==> src/verilog/psr_pkg.sv <==
package psr_pkg;

   // Clock and hold intervals
   localparam int CLK_PERIOD_NS = 100;
   localparam int NOTIFY_HOLD_NS = 166670;
   localparam int BIAS_HOLD_NS = 166670;
   localparam int NOTIFY_HOLD_CYC = (NOTIFY_HOLD_NS + CLK_PERIOD_NS - 1) / CLK_PERIOD_NS;
   localparam int BIAS_HOLD_CYC = (BIAS_HOLD_NS + CLK_PERIOD_NS - 1) / CLK_PERIOD_NS;
   localparam int DEBOUNCE_NS = 85000000;
   localparam int DEBOUNCE_CYC = DEBOUNCE_NS / CLK_PERIOD_NS;
   localparam int RESUME_DEBOUNCES = 5;
   localparam int TIMER_W = 24;

   // Packet type codes
   localparam logic [5:0] TYPE_READ = 6'h00;
   localparam logic [5:0] TYPE_WRITE = 6'h01;
   localparam logic [5:0] TYPE_RESUME = 6'h02;
   localparam logic [5:0] TYPE_RESPONSE = 6'h3f;

   // Port and register selectors
   localparam logic [4:0] PORT_SEL_MAX = 5'h1a;
   localparam logic [4:0] PORT_SEL_NODE = 5'h1f;
   localparam logic [4:0] RESUME_PORT = 5'h00;
   localparam logic [7:0] RESUME_VALUE = 8'h02;
   localparam logic [2:0] REG_STATUS_FIRST = 3'h0;
   localparam logic [2:0] REG_STATUS_SECOND = 3'h1;
   localparam logic [2:0] REG_CONTROL_SET = 3'h2;
   localparam logic [2:0] REG_CONTROL_CLEAR = 3'h3;

   // Control register fields
   localparam int CTL_CHG_INT_EN = 0;
   localparam int CTL_SUSPEND = 1;
   localparam int CTL_DISABLE = 2;
   localparam int CTL_ENAB_TOKEN = 3;
   localparam int CTL_FAULT = 4;
   localparam logic [7:0] CTL_RESET = 8'h02;
   localparam logic [7:0] CTL_WRITABLE = 8'h1d;

   // Status fields
   localparam int ST_CON = 0;
   localparam int ST_BIAS = 1;
   localparam int ST_SUSPEND = 2;
   localparam int ST_DISABLE = 3;
   localparam int ST_FAULT = 4;
   localparam int ST2_INITIATOR = 0;
   localparam int ST2_TARGET = 1;
   localparam int ST2_RESUMING = 2;

   // Node register memory
   localparam int NODE_REGS = 8;
   localparam int NODE_AW = 3;

   typedef enum logic [3:0] {
      ST_ACTIVE, ST_INIT_ARB, ST_INIT_END, ST_INIT_NOTIFY, ST_SAMPLE,
      ST_BIAS_HOLD, ST_TGT_HOLD, ST_SUSPENDED, ST_RESUME_WAIT
   } psr_state_type;

   typedef enum logic [1:0] {
      LINE_IDLE, LINE_DATA_END, LINE_SUSPEND_NOTIFY
   } psr_line_type;

   typedef struct packed {
      logic valid;
      logic from_link;
      logic [5:0] kind;
      logic [5:0] phy_id;
      logic [4:0] port;
      logic [2:0] sel;
      logic [7:0] value;
   } psr_pkt_type;

endpackage : psr_pkg

==> src/verilog/psr_node_regs.sv <==
`timescale 1ns/10ps
module psr_node_regs
   import psr_pkg::*;
#(
   parameter int DEPTH = NODE_REGS,
   parameter int AW = NODE_AW,
   parameter int W = 8
) (
   input wire logic core_clk,
   input wire logic rst_sync_b,
   input wire logic wr_en,
   input wire logic [AW-1:0] wr_addr,
   input wire logic [W-1:0] wr_data,
   input wire logic [AW-1:0] rd_addr,
   output logic [W-1:0] rd_data
);

   typedef struct packed {
      logic [DEPTH-1:0][W-1:0] mem;
      logic [W-1:0] rd_data;
   } psr_mem_type;

   psr_mem_type s;
   psr_mem_type next_s;

   always_comb begin
      next_s = s;
      if (wr_en) begin
         next_s.mem[wr_addr] = wr_data;
      end
      next_s.rd_data = s.mem[rd_addr];
   end

   always_ff @(posedge core_clk or negedge rst_sync_b) begin
      if (!rst_sync_b) begin
         s <= '0;
      end else begin
         s <= next_s;
      end
   end

   assign rd_data = s.rd_data;

endmodule : psr_node_regs

==> src/verilog/psr_port_suspend.sv <==
`timescale 1ns/10ps
// What this block does
// - resume packet clears suspend, fires resume event
// - long reset after five debounce intervals
// - status registers are read-only
// - set and clear selects read control register
// - set writes set, clear writes clear bits
// - port 31 reads node registers only
// - suspend write selects port as initiator
// - bias loss sets suspend, low bias, tristate
// - bias loss short-resets other active ports
// - suspended port ignores resets and notifications
// - initiator answers write with control value
// - data end, short reset others, notify target
// - notify hold, then suspend and bias hold
// - notify timeout samples sense: fault or disconnected
// - faulted port disconnecting clears fault silently
// - fault clears when bias drops, silently
// - link suspend arbitrates and broadcasts write first
// - unexpected ident-done means suspend notification
// - target repeats notify, drives low bias
// - target sets suspend on low incoming bias
// - target timeout: fault or disconnected suspend
// - status packet on status bit change
// - disabled port ignores resets, notify, resume
module psr_port_suspend
   import psr_pkg::*;
#(
   parameter logic [4:0] PORT_NUM = 5'h00,
   parameter int NOTIFY_CYC = NOTIFY_HOLD_CYC,
   parameter int BIAS_CYC = BIAS_HOLD_CYC,
   parameter int DEBOUNCE_CYCLES = DEBOUNCE_CYC
) (
   input wire logic core_clk,
   input wire logic rst_b,
   input wire logic [5:0] node_id,
   input wire psr_pkt_type req,
   input wire logic arb_grant,
   input wire logic bias_in_low,
   input wire logic conn_sense,
   input wire logic rx_ident_done,
   input wire logic self_id_expected,
   input wire logic bus_reset_in,
   input wire logic node_wr_en,
   input wire logic [NODE_AW-1:0] node_wr_addr,
   input wire logic [7:0] node_wr_data,
   output psr_pkt_type rsp,
   output psr_pkt_type bcast,
   output logic arb_req,
   output psr_line_type tx_line,
   output logic short_reset_others,
   output logic notify_others,
   output logic resume_event,
   output logic long_reset,
   output logic reset_taken,
   output logic status_pkt,
   output logic cable_bias_output,
   output logic cable_bias_oe_b,
   output logic [7:0] control
);

   typedef struct packed {
      psr_state_type state;
      logic [TIMER_W-1:0] timer;
      logic [7:0] ctl;
      logic con;
      logic bias;
      logic node_rd_pend;
      psr_pkt_type rsp;
      psr_pkt_type bcast;
      logic arb_req;
      psr_line_type tx_line;
      logic short_reset_others;
      logic notify_others;
      logic resume_event;
      logic long_reset;
      logic reset_taken;
      logic status_pkt;
      logic bias_out;
      logic bias_oe_b;
   } psr_core_type;

   // Notify timer starts in the data-end cycle
   localparam logic [TIMER_W-1:0] NOTIFY_LOAD = TIMER_W'(NOTIFY_CYC);
   localparam logic [TIMER_W-1:0] BIAS_LOAD = TIMER_W'(BIAS_CYC - 1);
   localparam logic [TIMER_W-1:0] RESUME_LOAD = TIMER_W'(RESUME_DEBOUNCES * DEBOUNCE_CYCLES - 1);

   logic rst_meta_b;
   logic rst_sync_b;
   logic [7:0] node_rdata;
   psr_core_type s;
   psr_core_type next_s;

   function automatic logic [7:0] status_word(input psr_core_type c);
      logic [7:0] w;
      w = '0;
      w[ST_CON] = c.con;
      w[ST_BIAS] = c.bias;
      w[ST_SUSPEND] = c.ctl[CTL_SUSPEND];
      w[ST_DISABLE] = c.ctl[CTL_DISABLE];
      w[ST_FAULT] = c.ctl[CTL_FAULT];
      return w;
   endfunction : status_word

   function automatic logic [7:0] port_read(input psr_core_type c, input logic [2:0] sel);
      logic [7:0] w;
      w = '0;
      case (sel)
         REG_STATUS_FIRST: w = status_word(c);
         REG_STATUS_SECOND: begin
            w[ST2_INITIATOR] = (c.state == ST_INIT_NOTIFY);
            w[ST2_TARGET] = (c.state == ST_TGT_HOLD);
            w[ST2_RESUMING] = (c.state == ST_RESUME_WAIT);
         end
         REG_CONTROL_SET, REG_CONTROL_CLEAR: w = c.ctl;
         default: w = '0;
      endcase
      return w;
   endfunction : port_read

   always_ff @(posedge core_clk or negedge rst_b) begin
      if (!rst_b) begin
         rst_meta_b <= 1'b0;
         rst_sync_b <= 1'b0;
      end else begin
         rst_meta_b <= 1'b1;
         rst_sync_b <= rst_meta_b;
      end
   end

   psr_node_regs #(
      .DEPTH(NODE_REGS),
      .AW(NODE_AW),
      .W(8)
   ) u_node_regs (
      .core_clk(core_clk),
      .rst_sync_b(rst_sync_b),
      .wr_en(node_wr_en),
      .wr_addr(node_wr_addr),
      .wr_data(node_wr_data),
      .rd_addr(req.sel),
      .rd_data(node_rdata)
   );

   always_comb begin
      logic do_resume;
      logic sel_init;
      logic live;
      do_resume = 1'b0;
      sel_init = 1'b0;
      next_s = s;
      next_s.rsp.valid = 1'b0;
      next_s.bcast.valid = 1'b0;
      next_s.short_reset_others = 1'b0;
      next_s.notify_others = 1'b0;
      next_s.resume_event = 1'b0;
      next_s.long_reset = 1'b0;
      next_s.reset_taken = 1'b0;
      next_s.status_pkt = 1'b0;
      next_s.node_rd_pend = 1'b0;
      next_s.con = conn_sense;
      next_s.bias = !bias_in_low;
      live = (s.state == ST_ACTIVE) && !s.ctl[CTL_DISABLE];
      if (s.timer != '0) begin
         next_s.timer = s.timer - 1'b1;
      end

      // node registers answer a cycle later
      if (s.node_rd_pend) begin
         next_s.rsp.valid = 1'b1;
         next_s.rsp.value = node_rdata;
      end

      if (req.valid && req.kind == TYPE_RESUME) begin
         if (req.port == RESUME_PORT && req.sel == REG_CONTROL_CLEAR && req.value == RESUME_VALUE) begin
            do_resume = 1'b1;
         end
      end else if (req.valid && req.port == PORT_SEL_NODE) begin
         next_s.node_rd_pend = 1'b1;
         next_s.rsp = '{valid: 1'b0, from_link: req.from_link, kind: TYPE_RESPONSE,
                        phy_id: node_id, port: req.port, sel: req.sel, value: 8'h00};
      end else if (req.valid && req.port == PORT_NUM && PORT_NUM <= PORT_SEL_MAX) begin
         next_s.rsp = '{valid: 1'b1, from_link: req.from_link, kind: TYPE_RESPONSE,
                        phy_id: node_id, port: req.port, sel: req.sel, value: port_read(s, req.sel)};
         if (req.kind == TYPE_WRITE) begin
            case (req.sel)
               REG_CONTROL_SET: begin
                  next_s.ctl = s.ctl | (req.value & CTL_WRITABLE);
                  sel_init = req.value[CTL_SUSPEND] && live;
               end
               REG_CONTROL_CLEAR: begin
                  next_s.ctl = s.ctl & ~(req.value & CTL_WRITABLE);
                  do_resume = req.value[CTL_SUSPEND];
               end
               default: next_s.ctl = s.ctl;
            endcase
         end
      end

      case (s.state)
         ST_ACTIVE: begin
            next_s.tx_line = LINE_IDLE;
            if (sel_init) begin
               next_s.state = req.from_link ? ST_INIT_ARB : ST_INIT_END;
               next_s.arb_req = req.from_link;
            end else if (live && bias_in_low) begin
               next_s.ctl[CTL_SUSPEND] = 1'b1;
               next_s.state = ST_BIAS_HOLD;
               next_s.timer = BIAS_LOAD;
               next_s.short_reset_others = 1'b1;
            end else if (live && rx_ident_done && !self_id_expected) begin
               next_s.notify_others = 1'b1;
               next_s.state = ST_TGT_HOLD;
               next_s.timer = BIAS_LOAD;
            end else if (live && bus_reset_in) begin
               next_s.reset_taken = 1'b1;
            end
         end
         ST_INIT_ARB: begin
            if (arb_grant) begin
               next_s.arb_req = 1'b0;
               next_s.bcast = '{valid: 1'b1, from_link: 1'b1, kind: TYPE_WRITE, phy_id: node_id,
                                port: PORT_NUM, sel: REG_CONTROL_SET, value: RESUME_VALUE};
               next_s.state = ST_INIT_END;
            end
         end
         ST_INIT_END: begin
            // data end, then reset and notify
            next_s.tx_line = LINE_DATA_END;
            next_s.state = ST_INIT_NOTIFY;
            next_s.timer = NOTIFY_LOAD;
         end
         ST_INIT_NOTIFY: begin
            if (s.tx_line == LINE_DATA_END) begin
               next_s.short_reset_others = 1'b1;
            end
            next_s.tx_line = LINE_SUSPEND_NOTIFY;
            if (bias_in_low) begin
               next_s.tx_line = LINE_IDLE;
               next_s.ctl[CTL_SUSPEND] = 1'b1;
               next_s.state = ST_BIAS_HOLD;
               next_s.timer = BIAS_LOAD;
            end else if (s.timer == '0) begin
               next_s.tx_line = LINE_IDLE;
               next_s.state = ST_SAMPLE;
            end
         end
         ST_SAMPLE: begin
            next_s.ctl[CTL_SUSPEND] = 1'b1;
            if (conn_sense) begin
               next_s.ctl[CTL_FAULT] = 1'b1;
            end else begin
               next_s.ctl[CTL_FAULT] = 1'b0;
               next_s.ctl[CTL_DISABLE] = 1'b0;
               next_s.con = 1'b0;
               next_s.bias = 1'b0;
            end
            next_s.state = ST_SUSPENDED;
         end
         ST_BIAS_HOLD: begin
            if (s.timer == '0) begin
               next_s.state = ST_SUSPENDED;
            end
         end
         ST_TGT_HOLD: begin
            if (bias_in_low) begin
               next_s.ctl[CTL_SUSPEND] = 1'b1;
            end
            if (s.timer == '0) begin
               next_s.state = (s.ctl[CTL_SUSPEND] || bias_in_low) ? ST_SUSPENDED : ST_SAMPLE;
            end
         end
         ST_SUSPENDED: begin
            next_s.tx_line = LINE_IDLE;
            if (s.ctl[CTL_FAULT] && !conn_sense) begin
               next_s.ctl[CTL_FAULT] = 1'b0;
            end else if (s.ctl[CTL_FAULT] && s.bias && bias_in_low) begin
               next_s.ctl[CTL_FAULT] = 1'b0;
            end else if (!s.con && conn_sense && !s.ctl[CTL_FAULT]) begin
               do_resume = 1'b1;
            end
         end
         ST_RESUME_WAIT: begin
            if (bus_reset_in) begin
               next_s.reset_taken = 1'b1;
               next_s.state = ST_ACTIVE;
            end else if (s.timer == '0) begin
               next_s.long_reset = 1'b1;
               next_s.state = ST_ACTIVE;
            end
         end
         default: begin
            next_s.state = ST_ACTIVE;
         end
      endcase

      if (do_resume && s.state == ST_SUSPENDED && s.ctl[CTL_SUSPEND] && !next_s.ctl[CTL_DISABLE]
          && (conn_sense || s.con)) begin
         next_s.ctl[CTL_SUSPEND] = 1'b0;
         next_s.ctl[CTL_FAULT] = 1'b0;
         next_s.resume_event = 1'b1;
         next_s.state = ST_RESUME_WAIT;
         next_s.timer = RESUME_LOAD;
      end

      // no bias while suspended or disabled
      case (next_s.state)
         ST_BIAS_HOLD, ST_TGT_HOLD: begin
            next_s.bias_out = 1'b0;
            next_s.bias_oe_b = next_s.ctl[CTL_DISABLE];
         end
         ST_SAMPLE, ST_SUSPENDED: begin
            next_s.bias_out = 1'b0;
            next_s.bias_oe_b = 1'b1;
         end
         default: begin
            next_s.bias_out = 1'b1;
            next_s.bias_oe_b = next_s.ctl[CTL_DISABLE];
         end
      endcase

      if (s.ctl[CTL_CHG_INT_EN] && status_word(next_s) != status_word(s)) begin
         next_s.status_pkt = 1'b1;
      end
   end

   always_ff @(posedge core_clk or negedge rst_sync_b) begin
      if (!rst_sync_b) begin
         // Con starts high: no false reconnect at power-up
         s <= '{state: ST_SUSPENDED, timer: '0, ctl: CTL_RESET, con: 1'b1, bias: 1'b0,
                node_rd_pend: 1'b0, rsp: '0, bcast: '0, arb_req: 1'b0, tx_line: LINE_IDLE,
                short_reset_others: 1'b0, notify_others: 1'b0, resume_event: 1'b0,
                long_reset: 1'b0, reset_taken: 1'b0, status_pkt: 1'b0, bias_out: 1'b0,
                bias_oe_b: 1'b1};
      end else begin
         s <= next_s;
      end
   end

   assign rsp = s.rsp;
   assign bcast = s.bcast;
   assign arb_req = s.arb_req;
   assign tx_line = s.tx_line;
   assign short_reset_others = s.short_reset_others;
   assign notify_others = s.notify_others;
   assign resume_event = s.resume_event;
   assign long_reset = s.long_reset;
   assign reset_taken = s.reset_taken;
   assign status_pkt = s.status_pkt;
   assign cable_bias_output = s.bias_out;
   assign cable_bias_oe_b = s.bias_oe_b;
   assign control = s.ctl;

endmodule : psr_port_suspend
==> config.mk <==
export PLATFORM = sky130hd
export DESIGN_NAME = psr_port_suspend
export DESIGN_NICKNAME = d
export VERILOG_FILES = /design/src/verilog/psr_pkg.sv /design/src/verilog/psr_node_regs.sv /design/src/verilog/psr_port_suspend.sv
export SDC_FILE = /design/constraint.sdc
export NUM_CORES = 1
export LEC_CHECK = 0
export ABC_AREA = 1
export ABC_CLOCK_PERIOD_IN_PS = 9030
export BUFFER_PORTS_ARGS = -buffer_cell sky130_fd_sc_hd__buf_2
export CELL_PAD_IN_SITES_DETAIL_PLACEMENT = 1
export CELL_PAD_IN_SITES_GLOBAL_PLACEMENT = 1
export CORE_MARGIN = 10
export CORE_UTILIZATION = 30
export CTS_BUF_LIST = sky130_fd_sc_hd__clkbuf_16
export DETAILED_ROUTE_END_ITERATION = 12
export PLACE_DENSITY = 0.57
export RECOVER_POWER = 100
export SLEW_MARGIN = 40
export SYNTH_ARGS = -nofsm -noshare
export SYNTH_HDL_FRONTEND = slang
export SYNTH_SLANG_ARGS = --single-unit
==> constraint.sdc <==
create_clock -name core_clk -period 9.03 [get_ports core_clk]
set_input_delay 1.3545 -clock core_clk [delete_from_list [all_inputs] [get_ports core_clk]]
set_output_delay 1.3545 -clock core_clk [all_outputs]
set_load 0.01 [all_outputs]
== Yosys cells after proc, flatten, opt, wreduce, memory -nomap -nowiden ==
Cells that the tools add are included.

* Eq/ne operators: 23
* Bitwise operators: 5
* Add/sub/neg operators: 1
* Reduce and logical (&&, ||, !) cells: 49
* Muxes and demuxes: 91
* $lt $le $gt $ge: 3

{| class="wikitable"
|+ Operators with widths
! cell !! count
|-
| two-way mux 30 bit || 3
|-
| two-way mux 28 bit || 3
|-
| two-way mux 24 bit || 3
|-
| case mux 24 bit (3 select lines) || 1
|-
| bitwise mux 64 bit || 1
|-
| two-way mux 31 bit || 2
|-
| two-way mux 1 bit || 43
|-
| case mux 4 bit (9 select lines) || 1
|-
| == test 4 x 3 -> 1 bit, second input constant || 8
|-
| two-way mux 4 bit || 8
|-
| binary-select mux 8 bit (select 3 bit) || 1
|-
| demux 8 bit (select 3 bit) || 1
|-
| logical NOT 24 bit || 1
|-
| two-way mux 8 bit || 3
|-
| nonzero test 24 bit || 1
|-
| subtractor 24 x 1 -> 24 bit, second input constant || 1
|-
| logical AND 1 bit || 22
|-
| two-way mux 5 bit || 4
|-
| case mux 8 bit (2 select lines) || 1
|-
| two-way mux 2 bit || 7
|-
| case mux 5 bit (2 select lines) || 1
|-
| OR reduction 2 bit || 5
|-
| case mux 3 bit (3 select lines) || 1
|-
| bitwise AND 8 bit || 1
|-
| other kinds (32) || 49
|}

* Register bits after elaboration: 162
* Input bits: 56
* Logic and storage cells: 210

== Longest topological paths before layout ==
Gate-level depths: netlist of the first run.

* Word-level depth: 18
* Gate-level depth with buffers: 13
* Mapped depth without buffers: 13

== By module ==
From an unflattened synthesis of the first run, not the netlist that was laid out.

* Cells, all modules: 1,081
* Area, all modules: 8,371.8 um2

{| class="wikitable"
|+ Modules (own cells, without submodules)
! module !! sequential area each (um2) !! cells each !! instances !! area an instance (um2)
|-
| psr_port_suspend || 2,059.5 || 626 || 1 || 4,922.2
|-
| psr_node_regs || 1,801.7 || 455 || 1 || 3,449.6
|}

== Least setup slack after synthesis of the first run ==
Ideal clock, no wire load.

* Kind: input-to-reg
* From: input req[13] in the netlist's numbering
* To: register s[100] in the netlist's numbering
* Buffers on the path: 2
* Arrival time: 2,469 ps
* Library setup time: 119 ps
* Stages on the path: 12
* Setup slack: 6,443 ps
* Cell sequence: nor2_1 -> nand2_1 -> nor2_4 -> buf_4 -> nand2_1 -> nor2_1 -> nand2_1 -> a21oi_4 -> nand2_4 -> nand2_4 -> buf_6 -> nor2_1

{| class="wikitable"
|+ RTL lines
! element !! line !! source
|-
| start: declaration || psr_port_suspend.sv:37 || <nowiki>input wire psr_pkt_type req,</nowiki>
|-
| end signal: assignment || psr_port_suspend.sv:330 || <nowiki>s <= '{state: ST_SUSPENDED, timer: '0, ctl: CTL_RESET, con: 1'b1, bias: 1'b0,</nowiki>
|-
| end signal: assignment || psr_port_suspend.sv:336 || <nowiki>s <= next_s;</nowiki>
|-
| end: declaration || psr_port_suspend.sv:91 || <nowiki>psr_core_type s;</nowiki>
|}

==> impl_metrics.csv, run 1 <==
group,metric,value,unit
status,outcome,"complete, but fails checks",
status,violations,"capacitance limit, slew limit",
finish,layout-drive-gt1-share,11.5,%
logic_synthesis,synth_edf_count,0,
pwr,pwr-share-clk,32.5,%
logic_synthesis,synth_seq_cells,154,
clock_tree,root_buffer,"clkbuf_16",
flow_run,maxCapViolations,2,
pwr,irDropWorstVdd,0.104,mV
logic_synthesis,yosysSeqAreaShare,48.6,%
clock_tree,cts_sinks,154,
sta,worst_slack,3.96,ns
clock_tree,clock_path_buffers,2,
global_route,grt_pass1_wl,38300,µm
sta,fin_worst_skew,0.0138,ns
placed_design,place_ws,5.13,ns
placed_design,routabilityCongestion,0.842,
global_route,grt_overflow_total,0,
sta,fmax,197,MHz
pwr,p_seq_share,40.4,%
route,avgViaCountPerCell,4.73,
route,drc,0,
clock_tree,postCtsSetupBuffers,0,
global_route,grt_pass1_vias,6713,
global_route,grt_max_degree,65,
pwr,power_density,271,mW/mm²
route,vias,6293,
logic_synthesis,syn_area,0.00794,mm²
sta,setup-tns-final,0,ns
pwr,power_switching,867,µW
critical_path,critPathCaptureType,"flop",
placed_design,dp_hpwl,17000,µm
pwr,comb_power_share,27.0,%
clock_tree,holdBufCountCts,0,
die,coreArea,0.0261,mm²
clock_tree,clkTransAtPathRegs,0.06,ns
critical_path,worstSetupStartpointType,"input port",
die,die_x,183,µm
sta,rsz0062_at_grt,"false",
pwr,swShare,36.4,%
route,avgRoutedWirePerCell,17.9,µm
clock_tree,cts_tree,"yes",
logic_synthesis,synthArstFlopShare,100,%
finish,fin_util,33.8,%
finish,syn_to_final_growth,10.8,%
clock_tree,h-tree-depth,4,
route,drt_first_pass_iters,7,
sta,post-route-period-util,56.2,%
pwr,intPower,1520,µW
critical_path,cp.arrival,5.39,ns
sta,setup_viol,0,
placed_design,numPortBuffers,106,
die,die-area,0.0334,mm²
sta,tightestPinTransition,3.76,ns
logic_synthesis,ys.flop_type,"dfrtp_1",
global_route,grt_antenna_before_repair,0,
sta,fin_crit,5.07,ns
sta,hold_viol,0,
logic_synthesis,syn_area_per_cell,8.55,µm²
logic_synthesis,yosysUniqueCellTypes,52,
pwr,leakage,0.00413,µW
route,antenna_left,0,
clock_tree,post_cts_resized,0,
route,drt_wl_total,23800,µm
die,num_rows,59,
logic_synthesis,synthCells,929,
logic_synthesis,ys_warn_count,0,
clock_tree,clkLatencyLatePin,0.44,ns
route,drtIter0Drc,320,
finish,diodes,0,
min_path,hp-class,"flop to flop",
sta,relSlewSlack,-151,%
die,ios,135,
finish,nNetsFinal,1042,
global_route,grt_usage,14.3,%
die,start_util,30.5,%
die,die_h,183,µm
critical_path,critPathRequiredTime,9.35,ns
sta,slew_violations,99,
clock_tree,cts-buffers-inserted,17,
critical_path,worstPathMaxFanout,33,
critical_path,crit_type,"input port to flop",
[power by group through the flow]
stage | logic (µW) | clock network [µW] | registers, µW
4_1_cts | 683 | 795 | 965
3_3_place_gp | 666 | 0 | 973
5_1_grt | 738 | 831 | 986
2_1_floorplan | 550 | 0 | 954
6_report | 644 | 775 | 964
3_5_place_dp | 676 | 0 | 976
[Yosys cell counts, drive strengths merged, types with 3 or more instances]
cell	count	area [µm²]
dfrtp	148	3700
o21ai	111	559
dfstp	6	158
nand2	199	787
clkbuf	16	60.1
nor3	18	110
nor2	108	473
nand4	13	87.6
buf	81	601
nor4	6	65.1
xor2	11	96.3
inv	91	342
a22oi	8	60.1
or2	4	25.0
a31oi	3	18.8
a21oi	18	105
o211ai	10	75.1
o31ai	4	30.0
xnor2	8	70.1
ha	3	37.5
mux2i	3	30.0
nand3	31	205
a221oi	16	140
[placed cells by master (no fill, tap or decap), types with 6 or more instances in the layout]
cell / instances
nand2_1: 193
nor3_1: 17
inv_2: 6
nand3_1: 26
a22oi_1: 8
o21ai_0: 108
nor2_1: 98
nand4_1: 13
buf_2: 42
clkbuf_16: 17
a21oi_1: 18
o211ai_1: 10
inv_1: 85
inv_6: 6
a221oi_1: 16
clkbuf_1: 68
dfrtp_1: 148
conb_1: 23
xor2_1: 11
xnor2_1: 8
[metal layers]
| layer | track usage [%] | part of all wire, % | up-vias | routed length (µm) |
|---|---|---|---|---|
| li1 | - | - | 3065 | - |
| met1 | 19.4 | 49 | 3080 | 11600 |
| met2 | 22.8 | 46 | 133 | 10900 |
| met3 | 3.17 | 4.6 | 15 | 1090 |
| met4 | 3.29 | 0.84 | 0 | 200 |
| met5 | 0 | 0 | - | 0 |
[flip-flops by register name (all words and copies together), names as in the netlist]
name                 count
s                       31
tx_line                  2
status_pkt               1
bcast                    8
rst_sync_b               1
u_node_regs.s           64
long_reset               1
reset_taken              1
rsp                     25
resume_event             1
u_node_regs.rd_data      8
cable_bias_output        1
notify_others            1
cable_bias_oe_b          1
control                  5
arb_req                  1
short_reset_others       1
rst_meta_b               1
[worst paths after layout]
check | from | end | slack, ns | cells past startpoint
setup / recovery | req[8] | s[101]$_DFF_PN0_ | 3.96 | 11
hold / removal | rst_meta_b$_DFF_PN0_ | rst_sync_b$_DFF_PN0_ | 0.35 | 0
setup reg to reg | rst_sync_b$_DFF_PN0_ | u_node_regs.s[45]$_DFFE_PN0P_ | 4.35 | 1
hold reg to reg | rst_meta_b$_DFF_PN0_ | rst_sync_b$_DFF_PN0_ | 0.35 | 0
max in group asynchronous | rst_sync_b$_DFF_PN0_ | u_node_regs.s[45]$_DFFE_PN0P_ | 4.35 | 1
min in group asynchronous | rst_sync_b$_DFF_PN0_ | s[95]$_DFF_PN0_ | 0.51 | 0
[final cells by class]
class | count | area (µm²)
clock inverter | 14 | 201
multi-input combinational | 607 | 3060
fill | 3182 | 17300
clock buffer | 17 | 425
timing repair buffer | 111 | 477
sequential | 154 | 3860
tap | 335 | 419
inverter | 92 | 350
[cell families after synthesis]
| logic type | share of synthesized area [%] |
|---|---|
| AOI/OAI and AO/OA | 13.4 |
| xor gates and xnor gates | 2.10 |
| adders and majority gates | 0.473 |
| buffers and inverters | 12.7 |
| DFF | 48.6 |
| muxes | 0.520 |
| other | 0.0946 |
| and+or+nand+nor | 22.1 |
[metrics by stage]
stage | hold WS [ns] | power [µW] | std cells | cell area (µm²)
floorplan | 0.331 | 1500 | 950 | 8020
global placement | 0.273 | 1640 | 1299 | 8350
CTS | 0.275 | 2440 | 1330 | 8980
detailed placement | 0.275 | 1650 | 1299 | 8350
global route | 0.368 | 2550 | 1330 | 8800
finish | 0.352 | 2380 | 1330 | 8800
[worst max-delay path, stage by stage]
cell      delay (ns)
clkbuf_1        1.27
inv_1           0.79
nor2_1          0.26
nand2_1         0.08
nor2_1          0.11
nand2_1         0.08
a21oi_1         0.18
nand2_1         0.43
nand2_1         0.60
a21oi_1         0.08
o21a_1          0.13
(Power assumes the default switching activity.)
==> inputs of run 2 (changes only) <==
- ABC_AREA: 1 -> 0
- ABC_CLOCK_PERIOD_IN_PS: 9030 -> 5100
- PLACE_DENSITY: 0.57 -> 0.55
- clock period: 9.03 -> 5.1 ns (I/O delays scaled with it)
==> impl_metrics.csv, run 2 <==
group,metric,value,unit
status,outcome,"complete, but fails checks",
status,violations,"capacitance limit, slew limit",
logic_synthesis,synth_seq_cells,154,
clock_tree,postCtsSetupBuffers,0,
global_route,grt_pass1_vias,6008,
die,die_x,181,µm
sta,slew_violations,134,
logic_synthesis,synth_edf_count,0,
route,drtIter0Drc,250,
sta,fin_worst_skew,0.0139,ns
sta,fmax,268,MHz
finish,layout_commonest_cell,"dfrtp_1",
route,avgViaCountPerCell,4.94,
die,num_rows,58,
logic_synthesis,ys.flop_type,"dfrtp_1",
critical_path,critPathCaptureType,"flop",
critical_path,slowest_stage,"clkbuf_1",
finish,layout-drive-gt1-share,24.2,%
global_route,grt_overflow_total,0,
clock_tree,root_buffer,"clkbuf_16",
logic_synthesis,synthCells,694,
clock_tree,clock_path_buffers,2,
pwr,irDropWorstVdd,0.165,mV
route,drc,0,
critical_path,worstPathMaxFanout,27,
placed_design,dp_hpwl,15300,µm
sta,fin_crit,3.73,ns
die,ios,135,
sta,relSlewSlack,-48.8,%
critical_path,crit_type,"input port to flop",
critical_path,critPathRequiredTime,5.44,ns
pwr,power_density,480,mW/mm²
clock_tree,post_cts_resized,0,
global_route,grt_usage,12.7,%
logic_synthesis,yosysTopAreaCellShare,47.4,%
route,avgRoutedWirePerCell,19.3,µm
logic_synthesis,yosysTopAreaCell,"dfrtp_1",
logic_synthesis,syn_area_per_cell,11.3,µm²
finish,largest-register,"u_node_regs.s",
route,top_layer_used,"met5",
logic_synthesis,ys_top_cells_by_area,"dfrtp_1, mux2_2, buf_4",
clock_tree,cts_tree,"yes",
route,vias,5392,
sta,rsz0062_at_grt,"false",
sta,worst_slack,1.37,ns
sta,setup-tns-final,0,ns
placed_design,numPortBuffers,106,
critical_path,crit_path_cell_trace,"clkbuf_1 > nor2b_1 > and4_1 > and2_0 > a31o_2 > or3_1 > nand2_1 > nor2_1",
global_route,grt_max_degree,46,
clock_tree,cts_sinks,154,
flow_run,maxCapViolations,7,
finish,nNetsFinal,808,
logic_synthesis,synthArstFlopShare,100,%
logic_synthesis,yosysMostFrequentCell,"dfrtp_1",
critical_path,worstSetupStartpointType,"input port",
logic_synthesis,yosysUniqueCellTypes,62,
logic_synthesis,yosysSeqAreaShare,49.4,%
sta,setup_viol,0,
route,m1WireLength,9070,µm
route,drt_wl_total,21000,µm
clock_tree,clkLatencyLatePin,0.42,ns
global_route,grt_antenna_before_repair,2,
sta,hold_viol,0,
logic_synthesis,synthTopCellsByCount,"dfrtp_1, mux2_2, buf_4, nand2_1, nor2_1",
placed_design,routabilityCongestion,0.813,
critical_path,slowest_delay,1.17,ns
route,antenna_left,0,
finish,nFillCells,2840,
die,die_h,181,µm
die,start_util,30.7,%
route,wl_met3,1030,µm
min_path,hp-class,"input port to async pin",
die,coreArea,0.0254,mm²
finish,largest_register_ffs,64,
clock_tree,h-tree-depth,4,
placed_design,place_ws,1.54,ns
critical_path,cp.arrival,4.07,ns
clock_tree,holdBufCountCts,0,
finish,syn_to_final_growth,11.8,%
sta,tightestPinTransition,2.23,ns
die,die-area,0.0329,mm²
logic_synthesis,ys_warn_count,0,
global_route,grt_pass1_wl,33600,µm
clock_tree,clkTransAtPathRegs,0.06,ns
pwr,leakage,0.00370,µW
route,dr_wl_met2,10800,µm
finish,final_cell_mix,"dfrtp_1, mux2_2, nand2_1, clkbuf_1, nor2_1",
critical_path,r2r_cells,7,
clock_tree,cts-buffers-inserted,17,
logic_synthesis,syn_area,0.00781,mm²
sta,post-route-period-util,73.1,%
route,drt_first_pass_iters,4,
## run 2: changes by cell type after synthesis, sizes merged, moves of 16 or more
cell    change
nand2     -133
o21ai      -85
mux2       +83
inv        -79
nor2       -60
nand3      -20
a221oi     -16
mux4       +16
## run 2: report_power, final
group | leakage (µW) | switching, µW | total, µW | internal (µW)
clock | 0.000286 | 544 | 1280 | 731
sequential | 0.00189 | 262 | 1800 | 1540
combinational | 0.00152 | 613 | 1110 | 500
## run 2: cell type report
cell class	instances	area (µm²)	area share [%]
repair buffers	112	487	5.58
diodes	1	2.50	0.0287
well taps	330	413	4.73
clock inverters	14	165	1.89
inverters	12	45.0	0.516
multi-input cells	452	3330	38.1
flip-flops and latches	154	3860	44.2
clock buffers	17	425	4.87
## run 2: logic make-up after synthesis
kind of cell	synth area share, %
other	0.0962
adders and majority gates	0.481
DFF	49.4
xor gates and xnor gates	2.69
muxes	18.1
buffers and inverters	8.83
AOI/OAI and AO/OA	6.20
and+or+nand+nor	14.1
## run 2: final timing paths
check                                                      to                 start  slack, ns
worst min register to register           rst_sync_b$_DFF_PN0_  rst_meta_b$_DFF_PN0_       0.36
max in group asynchronous       u_node_regs.s[28]$_DFFE_PN0P_  rst_sync_b$_DFF_PN0_       1.76
worst max register to register                s[99]$_DFF_PN0_      s[108]$_DFF_PN1_       1.57
min in group core_clk                    rst_sync_b$_DFF_PN0_  rst_meta_b$_DFF_PN0_       0.36
worst max-delay path                         s[100]$_DFF_PN0_                req[9]       1.37
worst min-delay path                     rst_meta_b$_DFF_PN0_                 rst_b       0.12
## run 2: critical path, delay by kind of cell
| family | cells | cell delay, ns |
|---|---|---|
| buffers and inverters | 1 | 1.17 |
| and+or+nand+nor | 6 | 1.85 |
| AOI/OAI and AO/OA | 1 | 0.25 |
## run 2: metrics by stage
| stage | total power (µW) | cell area [µm²] | utilization, % | hold slack [ns] | instances |
|---|---|---|---|---|---|
| 3_3_place_gp | 2930 | 8250 | 32.5 | 0.338 | 1059 |
| 4_1_cts | 4300 | 8880 | 35.0 | 0.101 | 1091 |
| 6_report | 4190 | 8730 | 34.4 | 0.122 | 1092 |
| 2_1_floorplan | 2730 | 7890 | - | 0.331 | 715 |
| 3_5_place_dp | 3000 | 8290 | 32.6 | 0.314 | 1060 |
| 5_1_grt | 4470 | 8730 | 34.4 | 0.107 | 1091 |
## run 2: metal layers
metal | global-route usage [%] | vias up
li1 | - | 2458
met1 | 15.2 | 2815
met2 | 22.4 | 102
met3 | 3.42 | 15
met4 | 2.54 | 2
met5 | 0 | -
==> inputs of run 3 (changes only) <==
- ABC_CLOCK_PERIOD_IN_PS: 5100 -> 3500
- clock period: 5.1 -> 3.5 ns (I/O delays scaled with it)
==> impl_metrics.csv, run 3 (synthesis results as in run 2) <==
group,metric,value,unit
finish,fin_util,34.6,%
min_path,min_to,"s[73]$_DFF_PN1_",
finish,layout_commonest_cell,"dfrtp_1",
finish,syn_to_final_growth,12.4,%
finish,diodes,0,
route,antenna_left,0,
pwr,leakage,0.00374,µW
clock_tree,cts_sinks,154,
finish,multiInputGateArea,0.00333,mm²
global_route,grt_pass1_vias,5852,
pwr,power_density,694,mW/mm²
sta,post-route-period-util,82.3,%
critical_path,critPathCaptureType,"flop",
critical_path,r2r_start,"s[107]$_DFF_PN1_",
route,drt_first_pass_iters,6,
critical_path,crit_path_cell_trace,"nor2_1 > nand2_1 > nor3_1 > o21ai_0 > a311o_1 > nand2_1 > nor2_1",
min_path,hp-class,"input port to flop",
sta,tightestPinTransition,1.67,ns
critical_path,r2r_end,"s[95]$_DFF_PN0_",
critical_path,slowest_delay,0.57,ns
global_route,grt_usage,12.7,%
global_route,grt_overflow_total,0,
critical_path,worstPathMaxFanout,16,
sta,fin_crit,2.88,ns
sta,setup-tns-final,0,ns
pwr,report.power.total,6100,µW
clock_tree,clkLatencyLatePin,0.43,ns
critical_path,worstSetupStartpointType,"flop",
clock_tree,h-tree-depth,4,
route,avgViaCountPerCell,4.84,
critical_path,rrSetupSlack,0.62,ns
die,die-area,0.0329,mm²
finish,seq_area,0.00386,mm²
route,drt_wl_total,20900,µm
placed_design,routabilityCongestion,0.790,
critical_path,slowest_stage,"nor3_1",
die,start_util,30.7,%
finish,largest_register_ffs,64,
sta,fmax,347,MHz
route,drc,0,
global_route,grt_antenna_before_repair,1,
finish,layout-drive-gt1-share,25.2,%
sta,slew_violations,75,
status,violations,"capacitance limit, slew limit",
route,avgRoutedWirePerCell,19.0,µm
finish,nNetsFinal,812,
clock_tree,clock_path_buffers,2,
placed_design,placed_cells_incl_taps,1063,
die,die_x,181,µm
min_path,hold_start,"conn_sense",
clock_tree,cts_tree,"yes",
clock_tree,clkTransAtPathRegs,0.07,ns
global_route,grt_pass1_wl,33300,µm
route,top_layer_used,"met4",
flow_run,maxCapViolations,5,
route,dr_wl_met2,10400,µm
route,wl_met3,852,µm
clock_tree,root_buffer,"clkbuf_16",
route,drtIter0Drc,243,
finish,final_cell_mix,"dfrtp_1, mux2_2, nand2_1, clkbuf_1, nor2_1",
die,num_rows,58,
sta,rsz0062_at_grt,"false",
die,die_h,181,µm
clock_tree,postCtsSetupBuffers,0,
finish,largest-register,"u_node_regs.s",
sta,hold_viol,0,
critical_path,crit_type,"flop to flop",
finish,nFillCells,2846,
status,outcome,"complete, but fails checks",
critical_path,r2r_cells,7,
pwr,irDropWorstVdd,0.282,mV
min_path,min_path_cells,1,
placed_design,dp_hpwl,15200,µm
critical_path,cp.arrival,3.17,ns
placed_design,numPortBuffers,106,
sta,fin_worst_skew,0.0124,ns
die,ios,135,
clock_tree,cts-buffers-inserted,17,
sta,setup_viol,0,
die,coreArea,0.0254,mm²
critical_path,critPathRequiredTime,3.79,ns
route,m1WireLength,9370,µm
placed_design,place_ws,0.332,ns
sta,worst_slack,0.621,ns
route,vias,5306,
finish,final_cells,1096,
global_route,grt_max_degree,63,
sta,relSlewSlack,-12.5,%
[run 3: changes by cell type in the layout (fill, tap and decap cells not counted), sizes merged]
cell	previous run	this run
dlygate4sd3	0	1
buf	47	50
bufinv	2	0
inv	16	19
clkinv	7	8
clkinvlp	1	0
diode	1	0
[run 3: worst max-delay path: cells and delay by family, from the launching register on]
kind	cells	cell delay, ns
flops	1	0.56
compound gates	2	0.71
simple gates	5	1.47
[run 3: layout make-up]
type	instances	share of cell area, %
Clock buffer	17	4.84
Clock inverter	15	1.97
Inverter	12	0.513
Multi-Input combinational cell	452	37.9
Sequential cell	154	44.0
Tap cell	330	4.70
Timing Repair Buffer	116	6.10
[run 3: stage by stage]
stage	hold slack [ns]	area [µm²]
finish	0.303	8780
global route	0.293	8780
CTS	0.239	8940
detailed placement	0.315	8330
global placement	0.310	8280
floorplan	0.229	7890
[run 3: power by group]
group / switching, µW / internal, µW / leakage, µW
clock: 888 / 962 / 0.000292
sequential: 386 / 2250 / 0.00189
combinational: 878 / 737 / 0.00155
total: 2150 / 3950 / 0.00374
[run 3: how the worst max path moves through the flow]
| stage | startpoint | end | slack [ns] | depth (start not counted) |
|---|---|---|---|---|
| after detailed placement | req[10] | s[95]$_DFF_PN0_ | 0.33 | 8 |
| after global placement | req[10] | s[105]$_DFF_PN0_ | 0.40 | 8 |
| final | s[107]$_DFF_PN1_ | s[95]$_DFF_PN0_ | 0.62 | 7 |
| after global routing | s[107]$_DFF_PN1_ | s[95]$_DFF_PN0_ | 0.35 | 7 |
| after CTS | s[109]$_DFF_PN0_ | s[95]$_DFF_PN0_ | 0.73 | 7 |
| after floorplan | rst_sync_b$_DFF_PN0_ | arb_req$_DFFE_PN0P_ | 0.95 | 0 |
[run 3: per-layer routing]
layer	GRT usage, %	vias up
li1	-	2471
met1	15.5	2705
met2	21.8	110
met3	3.10	20
met4	3.29	0
met5	0	-
[run 3: repair_timing]
action,4_1_cts,5_1_grt
setup endpoints to repair,0,0
gates resized for setup,0,0
endpoints found under the hold margin,2,0
hold buffers,1,0
